--- config.mk ---
export PLATFORM = sky130hd
export DESIGN_NAME = vsb_sync_front
export DESIGN_NICKNAME = d
export VERILOG_FILES = /design/src/core/sync_confidence.v /design/src/core/vsb_sync_front.v
export VERILOG_INCLUDE_DIRS = /design/src /design/src/core
export SDC_FILE = /design/constraint.sdc
export NUM_CORES = 2
export LEC_CHECK = 0
export ABC_AREA = 1
export BUFFER_PORTS_ARGS = -buffer_cell sky130_fd_sc_hd__buf_2
export CAP_MARGIN = 30
export CORE_MARGIN = 2
export CORE_UTILIZATION = 50
export DETAILED_ROUTE_END_ITERATION = 8
export GPL_TIMING_DRIVEN = 0
export HOLD_SLACK_MARGIN = 0.06
export MAX_ROUTING_LAYER = met4
export PLACE_DENSITY_LB_ADDON = 0.15
export SYNTH_ARGS = -nofsm -noshare
export SYNTH_HDL_FRONTEND = slang
export SYNTH_HIERARCHICAL = 1
export SYNTH_SLANG_ARGS = --single-unit
--- constraint.sdc ---
create_clock -name core_clk -period 15.55 [get_ports core_clk]
set_input_delay 0 -clock core_clk [delete_from_list [all_inputs] [get_ports core_clk]]
set_output_delay 0 -clock core_clk [all_outputs]
set_load 0.01 [all_outputs]
--- src/core/vsb_sync_map.vh ---
// How it works
// - Four-symbol correlator searches sync while free-running.
// - Clock loop steers only from sampled segment sync.
// - Segment confidence counter gates the later loops.
// - Overload lowers IF gain first, RF later.
// - Coherent gain integrates sync amplitude against reference.
// - Field sync uses the selected data path, comb or raw.
// - Symbol-wise compare against both field references.
// - Field confidence counter qualifies the field sync.
// - Middle PN63 polarity picks field one or two.
// - Comb subtracts sample delayed twelve symbols.
// - Twelve-symbol delay puts nulls at rate/12.
// - Comb path carries fifteen levels, flagged downstream.
// - Raw-path noise is sample minus stored reference.
// - Comb-path noise uses the combed stored reference.
// - Both noise terms squared, summed over field syncs.
// - Confident mux picks the lower-noise path.
`ifndef VSB_SYNC_MAP_VH
`define VSB_SYNC_MAP_VH

// ----------------------------------------
// Segment and field sync timing, in symbols; field length in segments
// ----------------------------------------
`define SEG_LEN_M1 10'h33F
`define SYNC_LAST 10'h003
`define PN511_START 10'h004
`define PN63_A_START 10'h203
`define PN63_MID_START 10'h242
`define PN63_C_START 10'h281
`define CORR_END 10'h2C0
`define COMB_DELAY 10'h00C
`define FIELD_SEGS_M1 9'h138

// ----------------------------------------
// Levels and gain constants
// ----------------------------------------
`define ADC_CLIP 10'h1F0
`define REF_LEVEL 10'h050
`define SYNC_AMP_REF 12'h050
`define GAIN_STEP 16'h0080
`define GAIN_RESET 16'hFFFF
`define SYNC_PATTERN 4'h9

`endif

--- src/core/sync_confidence.v ---
`timescale 1ns/1ps
`default_nettype none

module sync_confidence #(
	parameter W = 4,
	parameter [W-1:0] THRESH = 8
) (
	input wire core_clk, // Block clock.
	input wire rst_ok_n, // Synchronised reset, active low.
	input wire clear, // Drops count and lock.
	input wire tick, // One evaluation this cycle.
	input wire hit, // Sync seen where expected.
	output reg [W-1:0] count, // Present confidence.
	output reg locked // Lock flag.
);

	// ----------------------------------------
	// Saturating up/down counter with lock hysteresis
	// ----------------------------------------
	// Lock is taken at the threshold and dropped only at zero, so a few
	// noisy misses do not chatter the dependent loops.
	always @(posedge core_clk or negedge rst_ok_n) begin
		if (!rst_ok_n) begin
			count <= {W{1'b0}};
			locked <= 1'b0;
		end else if (clear) begin
			count <= {W{1'b0}};
			locked <= 1'b0;
		end else if (tick) begin
			if (hit && count != THRESH) begin
				count <= count + {{(W-1){1'b0}}, 1'b1};
				if (count == THRESH - {{(W-1){1'b0}}, 1'b1})
					locked <= 1'b1;
			end else if (!hit && count != {W{1'b0}}) begin
				count <= count - {{(W-1){1'b0}}, 1'b1};
				if (count == {{(W-1){1'b0}}, 1'b1})
					locked <= 1'b0;
			end
		end
	end

endmodule // sync_confidence

`default_nettype wire

--- src/core/vsb_sync_front.v ---
`timescale 1ns/1ps
`default_nettype none
`include "vsb_sync_map.vh"

module vsb_sync_front #(
	parameter [11:0] SEG_THR = 12'h100,
	parameter [21:0] FS_THR = 22'h004000,
	parameter SEG_CONF_W = 4,
	parameter [SEG_CONF_W-1:0] SEG_CONF_THR = 8,
	parameter FS_CONF_W = 3,
	parameter [FS_CONF_W-1:0] FS_CONF_THR = 3,
	parameter PATH_CONF_W = 3,
	parameter [PATH_CONF_W-1:0] PATH_CONF_THR = 4,
	parameter [1:0] FS_AVG_M1 = 2'h3,
	parameter [8:0] PN511_SEED = 9'h1FF,
	parameter [8:0] PN511_TAPS = 9'h110,
	parameter [5:0] PN63_SEED = 6'h3F,
	parameter [5:0] PN63_TAPS = 6'h21
) (
	input wire core_clk, // 40 MHz block clock.
	input wire rst_n, // Asynchronous reset, active low.
	input wire [9:0] sample_in, // Signed converter sample.
	input wire sample_valid, // One pulse per recovered symbol.
	output reg [10:0] data_out, // Selected path sample, signed.
	output reg data_valid, // Pulse with data_out.
	output reg comb_sel, // Comb path in use, fifteen levels.
	output reg seg_start, // Pulse on first sync symbol.
	output reg seg_lock, // Segment sync confident.
	output reg field_sync, // Pulse at end of field sync.
	output reg field_id, // 0 first field, 1 second field.
	output reg field_lock, // Field sync confident.
	output reg [7:0] if_gain, // IF gain control word.
	output reg [7:0] rf_gain, // RF gain control word.
	output reg [15:0] clk_ctrl // Symbol clock oscillator steering.
);

	// ----------------------------------------
	// Reset release
	// ----------------------------------------
	// Assert at once, release on the clock so no flop sees a runt edge.
	reg rst_s1_q;
	reg rst_ok_n;
	always @(posedge core_clk or negedge rst_n) begin
		if (!rst_n) begin
			rst_s1_q <= 1'b0;
			rst_ok_n <= 1'b0;
		end else begin
			rst_s1_q <= 1'b1;
			rst_ok_n <= rst_s1_q;
		end
	end

	// ----------------------------------------
	// Segment position and four-symbol correlator
	// ----------------------------------------
	reg [9:0] pos_q;
	reg [9:0] sh_a_q;
	reg [9:0] sh_b_q;
	reg [9:0] sh_c_q;
	wire [11:0] sa = {{2{sh_a_q[9]}}, sh_a_q};
	wire [11:0] sb = {{2{sh_b_q[9]}}, sh_b_q};
	wire [11:0] sc = {{2{sh_c_q[9]}}, sh_c_q};
	wire [11:0] sx = {{2{sample_in[9]}}, sample_in};
	// Pattern +,-,-,+ oldest first.
	wire signed [11:0] seg_corr = sa - sb - sc + sx;
	wire corr_big = ($signed(seg_corr) > $signed(SEG_THR));
	wire at_sync = (pos_q == `SYNC_LAST);
	wire seg_hit = sample_valid && at_sync && corr_big;
	wire [SEG_CONF_W-1:0] seg_count;
	wire seg_locked;
	// While nothing is trusted, any strong correlation realigns the count.
	wire realign = sample_valid && corr_big && !at_sync && (seg_count == {SEG_CONF_W{1'b0}});

	always @(posedge core_clk or negedge rst_ok_n) begin
		if (!rst_ok_n) begin
			pos_q <= 10'h000;
			sh_a_q <= 10'h000;
			sh_b_q <= 10'h000;
			sh_c_q <= 10'h000;
		end else if (sample_valid) begin
			sh_a_q <= sh_b_q;
			sh_b_q <= sh_c_q;
			sh_c_q <= sample_in;
			if (realign)
				pos_q <= `PN511_START;
			else if (pos_q == `SEG_LEN_M1)
				pos_q <= 10'h000;
			else
				pos_q <= pos_q + 10'h001;
		end
	end

	sync_confidence #(.W(SEG_CONF_W), .THRESH(SEG_CONF_THR)) u_seg_conf (
		.core_clk(core_clk),
		.rst_ok_n(rst_ok_n),
		.clear(1'b0),
		.tick(sample_valid && at_sync),
		.hit(corr_big),
		.count(seg_count),
		.locked(seg_locked)
	);

	// ----------------------------------------
	// Symbol clock loop steering
	// ----------------------------------------
	// The middle two sync symbols are equal when the clock is phased, so
	// their difference is the timing error. Only taken on a sync hit, so
	// random data never moves the oscillator.
	reg signed [15:0] freq_q;
	wire signed [15:0] tim_err = {{4{sb[11]}}, sb} - {{4{sc[11]}}, sc};
	always @(posedge core_clk or negedge rst_ok_n) begin
		if (!rst_ok_n) begin
			freq_q <= 16'sh0000;
			clk_ctrl <= 16'h0000;
		end else if (seg_hit) begin
			freq_q <= freq_q + tim_err;
			clk_ctrl <= freq_q + (tim_err <<< 2);
		end
	end

	// ----------------------------------------
	// Gain control
	// ----------------------------------------
	// One total gain integrator; its upper part maps to IF, lower to RF,
	// so a falling total gain takes IF down first and RF only afterwards.
	reg [15:0] integ_q;
	reg ov_seen_q;
	wire [9:0] mag = sample_in[9] ? (10'h000 - sample_in) : sample_in;
	wire overload = sample_valid && (mag >= `ADC_CLIP);
	wire signed [11:0] sync_amp = seg_corr >>> 2;
	wire signed [17:0] amp_err = {6'h00, `SYNC_AMP_REF} - {{6{sync_amp[11]}}, sync_amp};
	wire signed [17:0] integ_sum = {2'h0, integ_q} + amp_err;
	wire [8:0] total_gain = integ_q[15:7];

	always @(posedge core_clk or negedge rst_ok_n) begin
		if (!rst_ok_n) begin
			integ_q <= `GAIN_RESET;
			ov_seen_q <= 1'b0;
		end else if (!seg_locked) begin
			if (overload) begin
				integ_q <= (integ_q > `GAIN_STEP) ? integ_q - `GAIN_STEP : 16'h0000;
				ov_seen_q <= 1'b1;
			end else if (sample_valid && pos_q == `SEG_LEN_M1) begin
				if (!ov_seen_q)
					integ_q <= (integ_q < (`GAIN_RESET - `GAIN_STEP)) ? integ_q + `GAIN_STEP : `GAIN_RESET;
				ov_seen_q <= 1'b0;
			end
		end else if (seg_hit) begin
			ov_seen_q <= 1'b0;
			if (integ_sum < 18'sh00000)
				integ_q <= 16'h0000;
			else if (integ_sum > 18'sh0FFFF)
				integ_q <= 16'hFFFF;
			else
				integ_q <= integ_sum[15:0];
		end
	end

	// RF sits at full gain until IF has been used up.
	always @(posedge core_clk or negedge rst_ok_n) begin
		if (!rst_ok_n) begin
			if_gain <= 8'hFF;
			rf_gain <= 8'hFF;
		end else begin
			rf_gain <= total_gain[8] ? 8'hFF : total_gain[7:0];
			if_gain <= total_gain[8] ? total_gain[7:0] : 8'h00;
		end
	end

	// ----------------------------------------
	// Comb filter and path selection
	// ----------------------------------------
	reg [9:0] dline_q [0:11];
	genvar gi;
	generate
		for (gi = 0; gi < 12; gi = gi + 1) begin : g_dline
			always @(posedge core_clk or negedge rst_ok_n) begin
				if (!rst_ok_n)
					dline_q[gi] <= 10'h000;
				else if (sample_valid)
					dline_q[gi] <= (gi == 0) ? sample_in : dline_q[(gi == 0) ? 0 : gi - 1];
			end
		end
	endgenerate

	wire [10:0] x11 = {sample_in[9], sample_in};
	wire [10:0] d11 = {dline_q[11][9], dline_q[11]};
	wire [10:0] comb_out = x11 - d11;
	wire path_locked;
	// The comb costs about 3 dB on white noise, so it is used only when
	// it measurably wins.
	wire [10:0] sel_data = comb_sel ? comb_out : x11;

	always @(posedge core_clk or negedge rst_ok_n) begin
		if (!rst_ok_n) begin
			data_out <= 11'h000;
			data_valid <= 1'b0;
			comb_sel <= 1'b0;
			seg_lock <= 1'b0;
			seg_start <= 1'b0;
		end else begin
			data_valid <= sample_valid;
			if (sample_valid)
				data_out <= sel_data;
			comb_sel <= path_locked;
			seg_lock <= seg_locked;
			seg_start <= sample_valid && seg_locked && (pos_q == 10'h000);
		end
	end

	// ----------------------------------------
	// Stored field sync reference
	// ----------------------------------------
	reg [8:0] pn9_q;
	reg [5:0] pn6_q;
	reg [11:0] rhist_q;
	wire in_pn511 = (pos_q >= `PN511_START) && (pos_q < `PN63_A_START);
	wire in_mid = (pos_q >= `PN63_MID_START) && (pos_q < `PN63_C_START);
	wire in_fs = (pos_q < `CORR_END);
	wire pn63_restart = (pos_q == `PN63_A_START) || (pos_q == `PN63_MID_START) || (pos_q == `PN63_C_START);
	wire [5:0] pn6_now = pn63_restart ? PN63_SEED : pn6_q;
	wire [3:0] sync_pat = `SYNC_PATTERN;
	reg ref_bit;
	always @* begin
		if (pos_q < `PN511_START)
			ref_bit = sync_pat[~pos_q[1:0]];
		else if (in_pn511)
			ref_bit = pn9_q[8];
		else
			ref_bit = pn6_now[5];
	end
	wire ref_d12 = rhist_q[11];

	always @(posedge core_clk or negedge rst_ok_n) begin
		if (!rst_ok_n) begin
			pn9_q <= PN511_SEED;
			pn6_q <= PN63_SEED;
			rhist_q <= 12'h000;
		end else if (sample_valid) begin
			rhist_q <= {rhist_q[10:0], ref_bit};
			if (pos_q == `SEG_LEN_M1)
				pn9_q <= PN511_SEED;
			else if (in_pn511)
				pn9_q <= {pn9_q[7:0], ^(pn9_q & PN511_TAPS)};
			pn6_q <= {pn6_now[4:0], ^(pn6_now & PN63_TAPS)};
		end
	end

	// ----------------------------------------
	// Field sync correlation
	// ----------------------------------------
	// Symbol-spaced: the segment timing already says where each reference
	// symbol lands, so one product per symbol is enough.
	reg signed [21:0] base_acc_q;
	reg signed [21:0] mid_acc_q;
	reg [8:0] fseg_q;
	wire signed [21:0] dsx = {{11{sel_data[10]}}, sel_data};
	wire signed [21:0] dterm = ref_bit ? dsx : -dsx;
	wire signed [21:0] fterm = (comb_sel && ref_bit == ref_d12) ? 22'sh000000 : dterm;
	wire signed [21:0] corr_f1 = base_acc_q + mid_acc_q;
	wire signed [21:0] corr_f2 = base_acc_q - mid_acc_q;
	wire fs_hit = (corr_f1 > $signed(FS_THR)) || (corr_f2 > $signed(FS_THR));
	wire at_end = sample_valid && (pos_q == `CORR_END);
	wire fs_expect = (fseg_q == `FIELD_SEGS_M1);
	wire [FS_CONF_W-1:0] fs_count;
	wire fs_locked;
	// Field syncs come once in 313 segments, so after a first hit only the
	// predicted segment is judged; judging every one would undo each hit.
	wire fs_idle = (fs_count == {FS_CONF_W{1'b0}});

	always @(posedge core_clk or negedge rst_ok_n) begin
		if (!rst_ok_n) begin
			base_acc_q <= 22'sh000000;
			mid_acc_q <= 22'sh000000;
		end else if (sample_valid) begin
			if (pos_q == 10'h000) begin
				base_acc_q <= fterm;
				mid_acc_q <= 22'sh000000;
			end else if (in_mid)
				mid_acc_q <= mid_acc_q + fterm;
			else if (in_fs)
				base_acc_q <= base_acc_q + fterm;
		end
	end

	sync_confidence #(.W(FS_CONF_W), .THRESH(FS_CONF_THR)) u_fs_conf (
		.core_clk(core_clk),
		.rst_ok_n(rst_ok_n),
		.clear(!seg_locked),
		.tick(at_end && (fs_idle || fs_expect)),
		.hit(fs_hit),
		.count(fs_count),
		.locked(fs_locked)
	);

	always @(posedge core_clk or negedge rst_ok_n) begin
		if (!rst_ok_n) begin
			fseg_q <= 9'h000;
			field_sync <= 1'b0;
			field_id <= 1'b0;
			field_lock <= 1'b0;
		end else begin
			field_lock <= fs_locked && seg_locked;
			field_sync <= at_end && fs_locked && fs_expect;
			if (at_end) begin
				if ((fs_hit && fs_idle) || fs_expect)
					fseg_q <= 9'h000;
				else
					fseg_q <= fseg_q + 9'h001;
				if (fs_hit && (fs_expect || fs_idle))
					field_id <= mid_acc_q[21];
			end
		end
	end

	// ----------------------------------------
	// Interference-plus-noise measurement
	// ----------------------------------------
	reg [35:0] raw_acc_q;
	reg [35:0] comb_acc_q;
	reg [1:0] fs_avg_q;
	wire [9:0] rlvl = ref_bit ? `REF_LEVEL : (10'h000 - `REF_LEVEL);
	wire [9:0] rlvl12 = ref_d12 ? `REF_LEVEL : (10'h000 - `REF_LEVEL);
	wire [11:0] ref_comb = {{2{rlvl[9]}}, rlvl} - {{2{rlvl12[9]}}, rlvl12};
	wire signed [11:0] n_raw = sx - {{2{rlvl[9]}}, rlvl};
	wire signed [11:0] n_comb = {comb_out[10], comb_out} - ref_comb;
	wire signed [23:0] sq_raw = n_raw * n_raw;
	wire signed [23:0] sq_comb = n_comb * n_comb;
	wire meas_on = sample_valid && fs_locked && fs_expect && in_fs && (pos_q >= `COMB_DELAY);
	wire meas_done = at_end && fs_locked && fs_expect && (fs_avg_q == FS_AVG_M1);

	always @(posedge core_clk or negedge rst_ok_n) begin
		if (!rst_ok_n) begin
			raw_acc_q <= 36'h000000000;
			comb_acc_q <= 36'h000000000;
			fs_avg_q <= 2'h0;
		end else if (meas_done) begin
			raw_acc_q <= 36'h000000000;
			comb_acc_q <= 36'h000000000;
			fs_avg_q <= 2'h0;
		end else if (meas_on) begin
			raw_acc_q <= raw_acc_q + {12'h000, sq_raw};
			comb_acc_q <= comb_acc_q + {12'h000, sq_comb};
		end else if (at_end && fs_locked && fs_expect)
			fs_avg_q <= fs_avg_q + 2'h1;
	end

	sync_confidence #(.W(PATH_CONF_W), .THRESH(PATH_CONF_THR)) u_path_conf (
		.core_clk(core_clk),
		.rst_ok_n(rst_ok_n),
		.clear(!seg_locked),
		.tick(meas_done),
		.hit(comb_acc_q < raw_acc_q),
		.count(),
		.locked(path_locked)
	);

endmodule // vsb_sync_front

`default_nettype wire

==> reports/results.md <==
## Outcome
* outcome: complete, no violations

## STA
* time the final worst path needs with I/O delays and setup: 11.85 ns
* final worst clock skew: 0.03839 ns
* transition time of the tightest slew-check pin: 0.9925 ns
* Fin. Hold Viols: 0
* RSZ-0062 raised after global routing: false
* period utilisation layout: 76.21%
* setup violation total in the final timing report: 0
* number of max-slew violations in the final report: 0
* worst max-slew margin expressed relative to the limit: 33.14%
* Highest Clock Rate: 84.39 MHz

## Route
* DR vias: 34480
* number of nets with antenna violations after routing: 0
* number of vias per cell after detailed routing: 5.259
* DRC errors left: 0
* average wire per standard cell: 16.26 um
* Routed Wire Length: 106600 um
* Initial DRT Pass Iterations: 6
* violation count after the first detailed-routing iteration: 2291

## Synth
* Syn Area/Cell: 7.451 um2
* top post-synthesis cells by count: sky130_fd_sc_hd__nand2_1, sky130_fd_sc_hd__inv_1, sky130_fd_sc_hd__ha_1
* Syn Nets: 6027
* post-synthesis sequential area ratio: 24.19%
* gate count of the mapped netlist: 5336
* warnings from Yosys: 6
* Synth area leader: sky130_fd_sc_hd__dfrtp_1
* synthesized cell area: 39760 um2
* ranking of synthesized cells by area: sky130_fd_sc_hd__dfrtp_1, sky130_fd_sc_hd__ha_1, sky130_fd_sc_hd__fa_1
* flip-flop and latch count after synthesis: 382
* most frequent cell after synthesis: sky130_fd_sc_hd__nand2_1
* ys flop type: sky130_fd_sc_hd__dfrtp_1
* share of async-settable or async-resettable flops after synthesis: 100.0%
* share of the synthesized area in the top cell type: 21.08%
* Netlist cell types: 72
* number of enable flip-flop cells after synthesis: 0

## Clocking
* setup fix buffers added after clock tree synthesis: 0
* clock latency reported for the late side of the worst-skew pair: 0.63 ns
* clock tree from TritonCTS: done
* total clock sinks: 382
* maximum count of clock buffers along a single path: 3
* clock root cell: sky130_fd_sc_hd__clkbuf_16
* CTS HTree Levels: 2
* number of buffers created by CTS: 47
* register clock-pin slew on the reported worst setup and hold paths: 0.07 ns

## Placement
* Area after DPL: 41570 um2
* dpl hpwl: 86050 um
* global placer's final weighted congestion: 0.9251
* input/output buffers: 62

## Global routing
* vias in the first global route: 34140
* GRT Residual Overflow: 0
* overall track demand over capacity in global routing: 27.45%
* first-pass GRT wire length: 177500 um
* antenna violations before repair: 0
* pin count of the biggest net entering global routing: 72

## Cells and area
* diode count: 0
* FF+latch area: 9622 um2
* final-layout fill cell count: 7624
* core utilization of the finished layout: 55.00%
* fraction of final layout cells sized beyond drive strength 1: 7.227%
* layout overhead on the synthesized area: 9.091%
* final instance area: 43380 um2
* multi-input gate area in the final layout: 26210 um2
* post-layout net count: 6160

## Critical path
* Worst Path Required: 16.03 ns
* critical path start-end classification: flop to flop
* cell at the slowest stage of the critical path: sky130_fd_sc_hd__fa_1
* data arrival time at the worst-slack endpoint: 12.33 ns
* critical path capture point type: flop
* CP bufs+invs: 12
* largest fanout of any net on the critical path: 10
* crit-path max cell delay: 0.54 ns
* Top Family by Delay on Critical Path: adder cells
* crit path launch type: flop

## Floorplanning
* full die area: 81790 um2
* floorplan core area: 78870 um2
* num ports: 63
* effective utilization at floorplan: 50.41%
* number of rows created at floorplan: 103
* x dimension of the die: 286.0 um
* die height: 286.0 um

## Job
* max cap viols: 0

## Hold path
* Hold WC Path Type: primary input to flop

layout make-up:
cell class	count	share of cell area [%]
clock buffer	65	3.098
multi-input combinational	3931	60.41
buffer	102	1.116
sequential	382	22.18
tap	1050	3.029
timing repair buffer	84	1.413
inverter	921	7.976
clock inverter	22	0.7702
worst paths after layout:
check	startpoint	endpoint	slack, ns	cells past startpoint
worst max-delay path	pos_q[1]$_DFFE_PN0P_	comb_acc_q[31]$_DFFE_PN0P_	3.70	56
worst min-delay path	sample_in[3]	dline_q[113]$_DFFE_PN0P_	0.13	4
worst max register to register	pos_q[1]$_DFFE_PN0P_	comb_acc_q[31]$_DFFE_PN0P_	3.70	56
worst min register to register	rst_ok_n$_DFF_PN0_	raw_acc_q[9]$_DFFE_PN0P_	0.34	0
max in group asynchronous	rst_ok_n$_DFF_PN0_	data_out[0]$_DFFE_PN0P_	13.80	3
min in group asynchronous	rst_n	rst_ok_n$_DFF_PN0_	0.24	3
cell usage in the layout, fill, tap and decap left out, types with 8 or more instances in the layout:
cell type and instances:
sky130_fd_sc_hd__o211ai_1 9, sky130_fd_sc_hd__o21ai_1 11, sky130_fd_sc_hd__o21a_1 12, sky130_fd_sc_hd__o22ai_1 19
sky130_fd_sc_hd__fa_1 256, sky130_fd_sc_hd__dfrtp_1 334, sky130_fd_sc_hd__dlygate4sd3_1 13, sky130_fd_sc_hd__inv_2 41
sky130_fd_sc_hd__a21o_1 32, sky130_fd_sc_hd__o21bai_1 20, sky130_fd_sc_hd__a21oi_1 353, sky130_fd_sc_hd__nand2_1 1356
sky130_fd_sc_hd__and2_1 8, sky130_fd_sc_hd__buf_2 98, sky130_fd_sc_hd__dfstp_2 47, sky130_fd_sc_hd__nor2_2 15
sky130_fd_sc_hd__o21ai_0 337, sky130_fd_sc_hd__nor4_1 18, sky130_fd_sc_hd__xnor2_1 63, sky130_fd_sc_hd__clkbuf_1 59
sky130_fd_sc_hd__a21oi_2 15, sky130_fd_sc_hd__clkbuf_16 47, sky130_fd_sc_hd__nand2_2 29, sky130_fd_sc_hd__ha_1 422
sky130_fd_sc_hd__nand2_4 12, sky130_fd_sc_hd__nand3_1 249, sky130_fd_sc_hd__buf_1 8, sky130_fd_sc_hd__or2_2 10
sky130_fd_sc_hd__clkbuf_8 10, sky130_fd_sc_hd__a31oi_1 20, sky130_fd_sc_hd__nand3_2 9, sky130_fd_sc_hd__xor2_1 124
sky130_fd_sc_hd__nor3_1 58, sky130_fd_sc_hd__inv_1 877, sky130_fd_sc_hd__nand4_1 58, sky130_fd_sc_hd__nor2_1 334
worst min-delay path, stage by stage:
cell and delay [ns]:
sky130_fd_sc_hd__buf_2 0.19, sky130_fd_sc_hd__buf_2 0.28, sky130_fd_sc_hd__nand2_1 0.15, sky130_fd_sc_hd__o21ai_0 0.09
stage by stage:
| step | hold WS, ns | worst slack, ns | TNS, ns | cells |
|---|---|---|---|---|
| 3_3_place_gp | -0.2130 | -1.235 | -385.70 | 6448 |
| 4_1_cts | 0.1200 | 3.878 | 0 | 6557 |
| 2_1_floorplan | -0.2956 | 4.197 | 0 | 5336 |
| 6_report | 0.1344 | 3.700 | 0 | 6557 |
| 5_1_grt | 0.1318 | 2.818 | 0 | 6557 |
| 3_5_place_dp | -0.2121 | 3.936 | 0 | 6457 |
flip-flops by register name (all words and copies together) (netlist names), 10 cells and up:
| register | count |
|---|---|
| dline_q | 110 |
| comb_acc_q | 36 |
| raw_acc_q | 36 |
| base_acc_q | 22 |
| mid_acc_q | 22 |
| clk_ctrl | 16 |
| freq_q | 16 |
| integ_q | 16 |
| rhist_q | 12 |
| data_out | 11 |
| d11 | 10 |
| pos_q | 10 |
metal layers:
metal / vias up / GRT usage, % / wire, um
met5: - / - / 0
met4: 0 / 6.754 / 2666
met3: 159 / 2.879 / 4804
met2: 697 / 44.09 / 48990
met1: 16360 / 37.27 / 50130
li1: 17270 / - / -
logic make-up (layout without fill, tap and decap cells):
| group | after synthesis | after routing | share of synthesized area [%] |
|---|---|---|---|
| AO/OA/AOI/OAI | 873 | 873 | 12.12 |
| XOR/XNOR | 190 | 190 | 4.270 |
| adder cells (fa/ha/maj) | 678 | 678 | 26.17 |
| buffers and inverters | 1023 | 1194 | 9.919 |
| flip-flops | 382 | 382 | 24.19 |
| multiplexers | 1 | 1 | 0.02518 |
| other | 2 | 2 | 0.01889 |
| AND/OR/NAND/NOR | 2187 | 2187 | 23.28 |
what timing repair did:
action,in CTS,in global routing
hold endpoints to repair,12,0
gates resized for setup,0,0
endpoints found under the setup margin,0,0
hold buffers,13,0
Power is not shown: default switching activity piles up to over one toggle a cycle in this logic, so the estimate is an artifact.
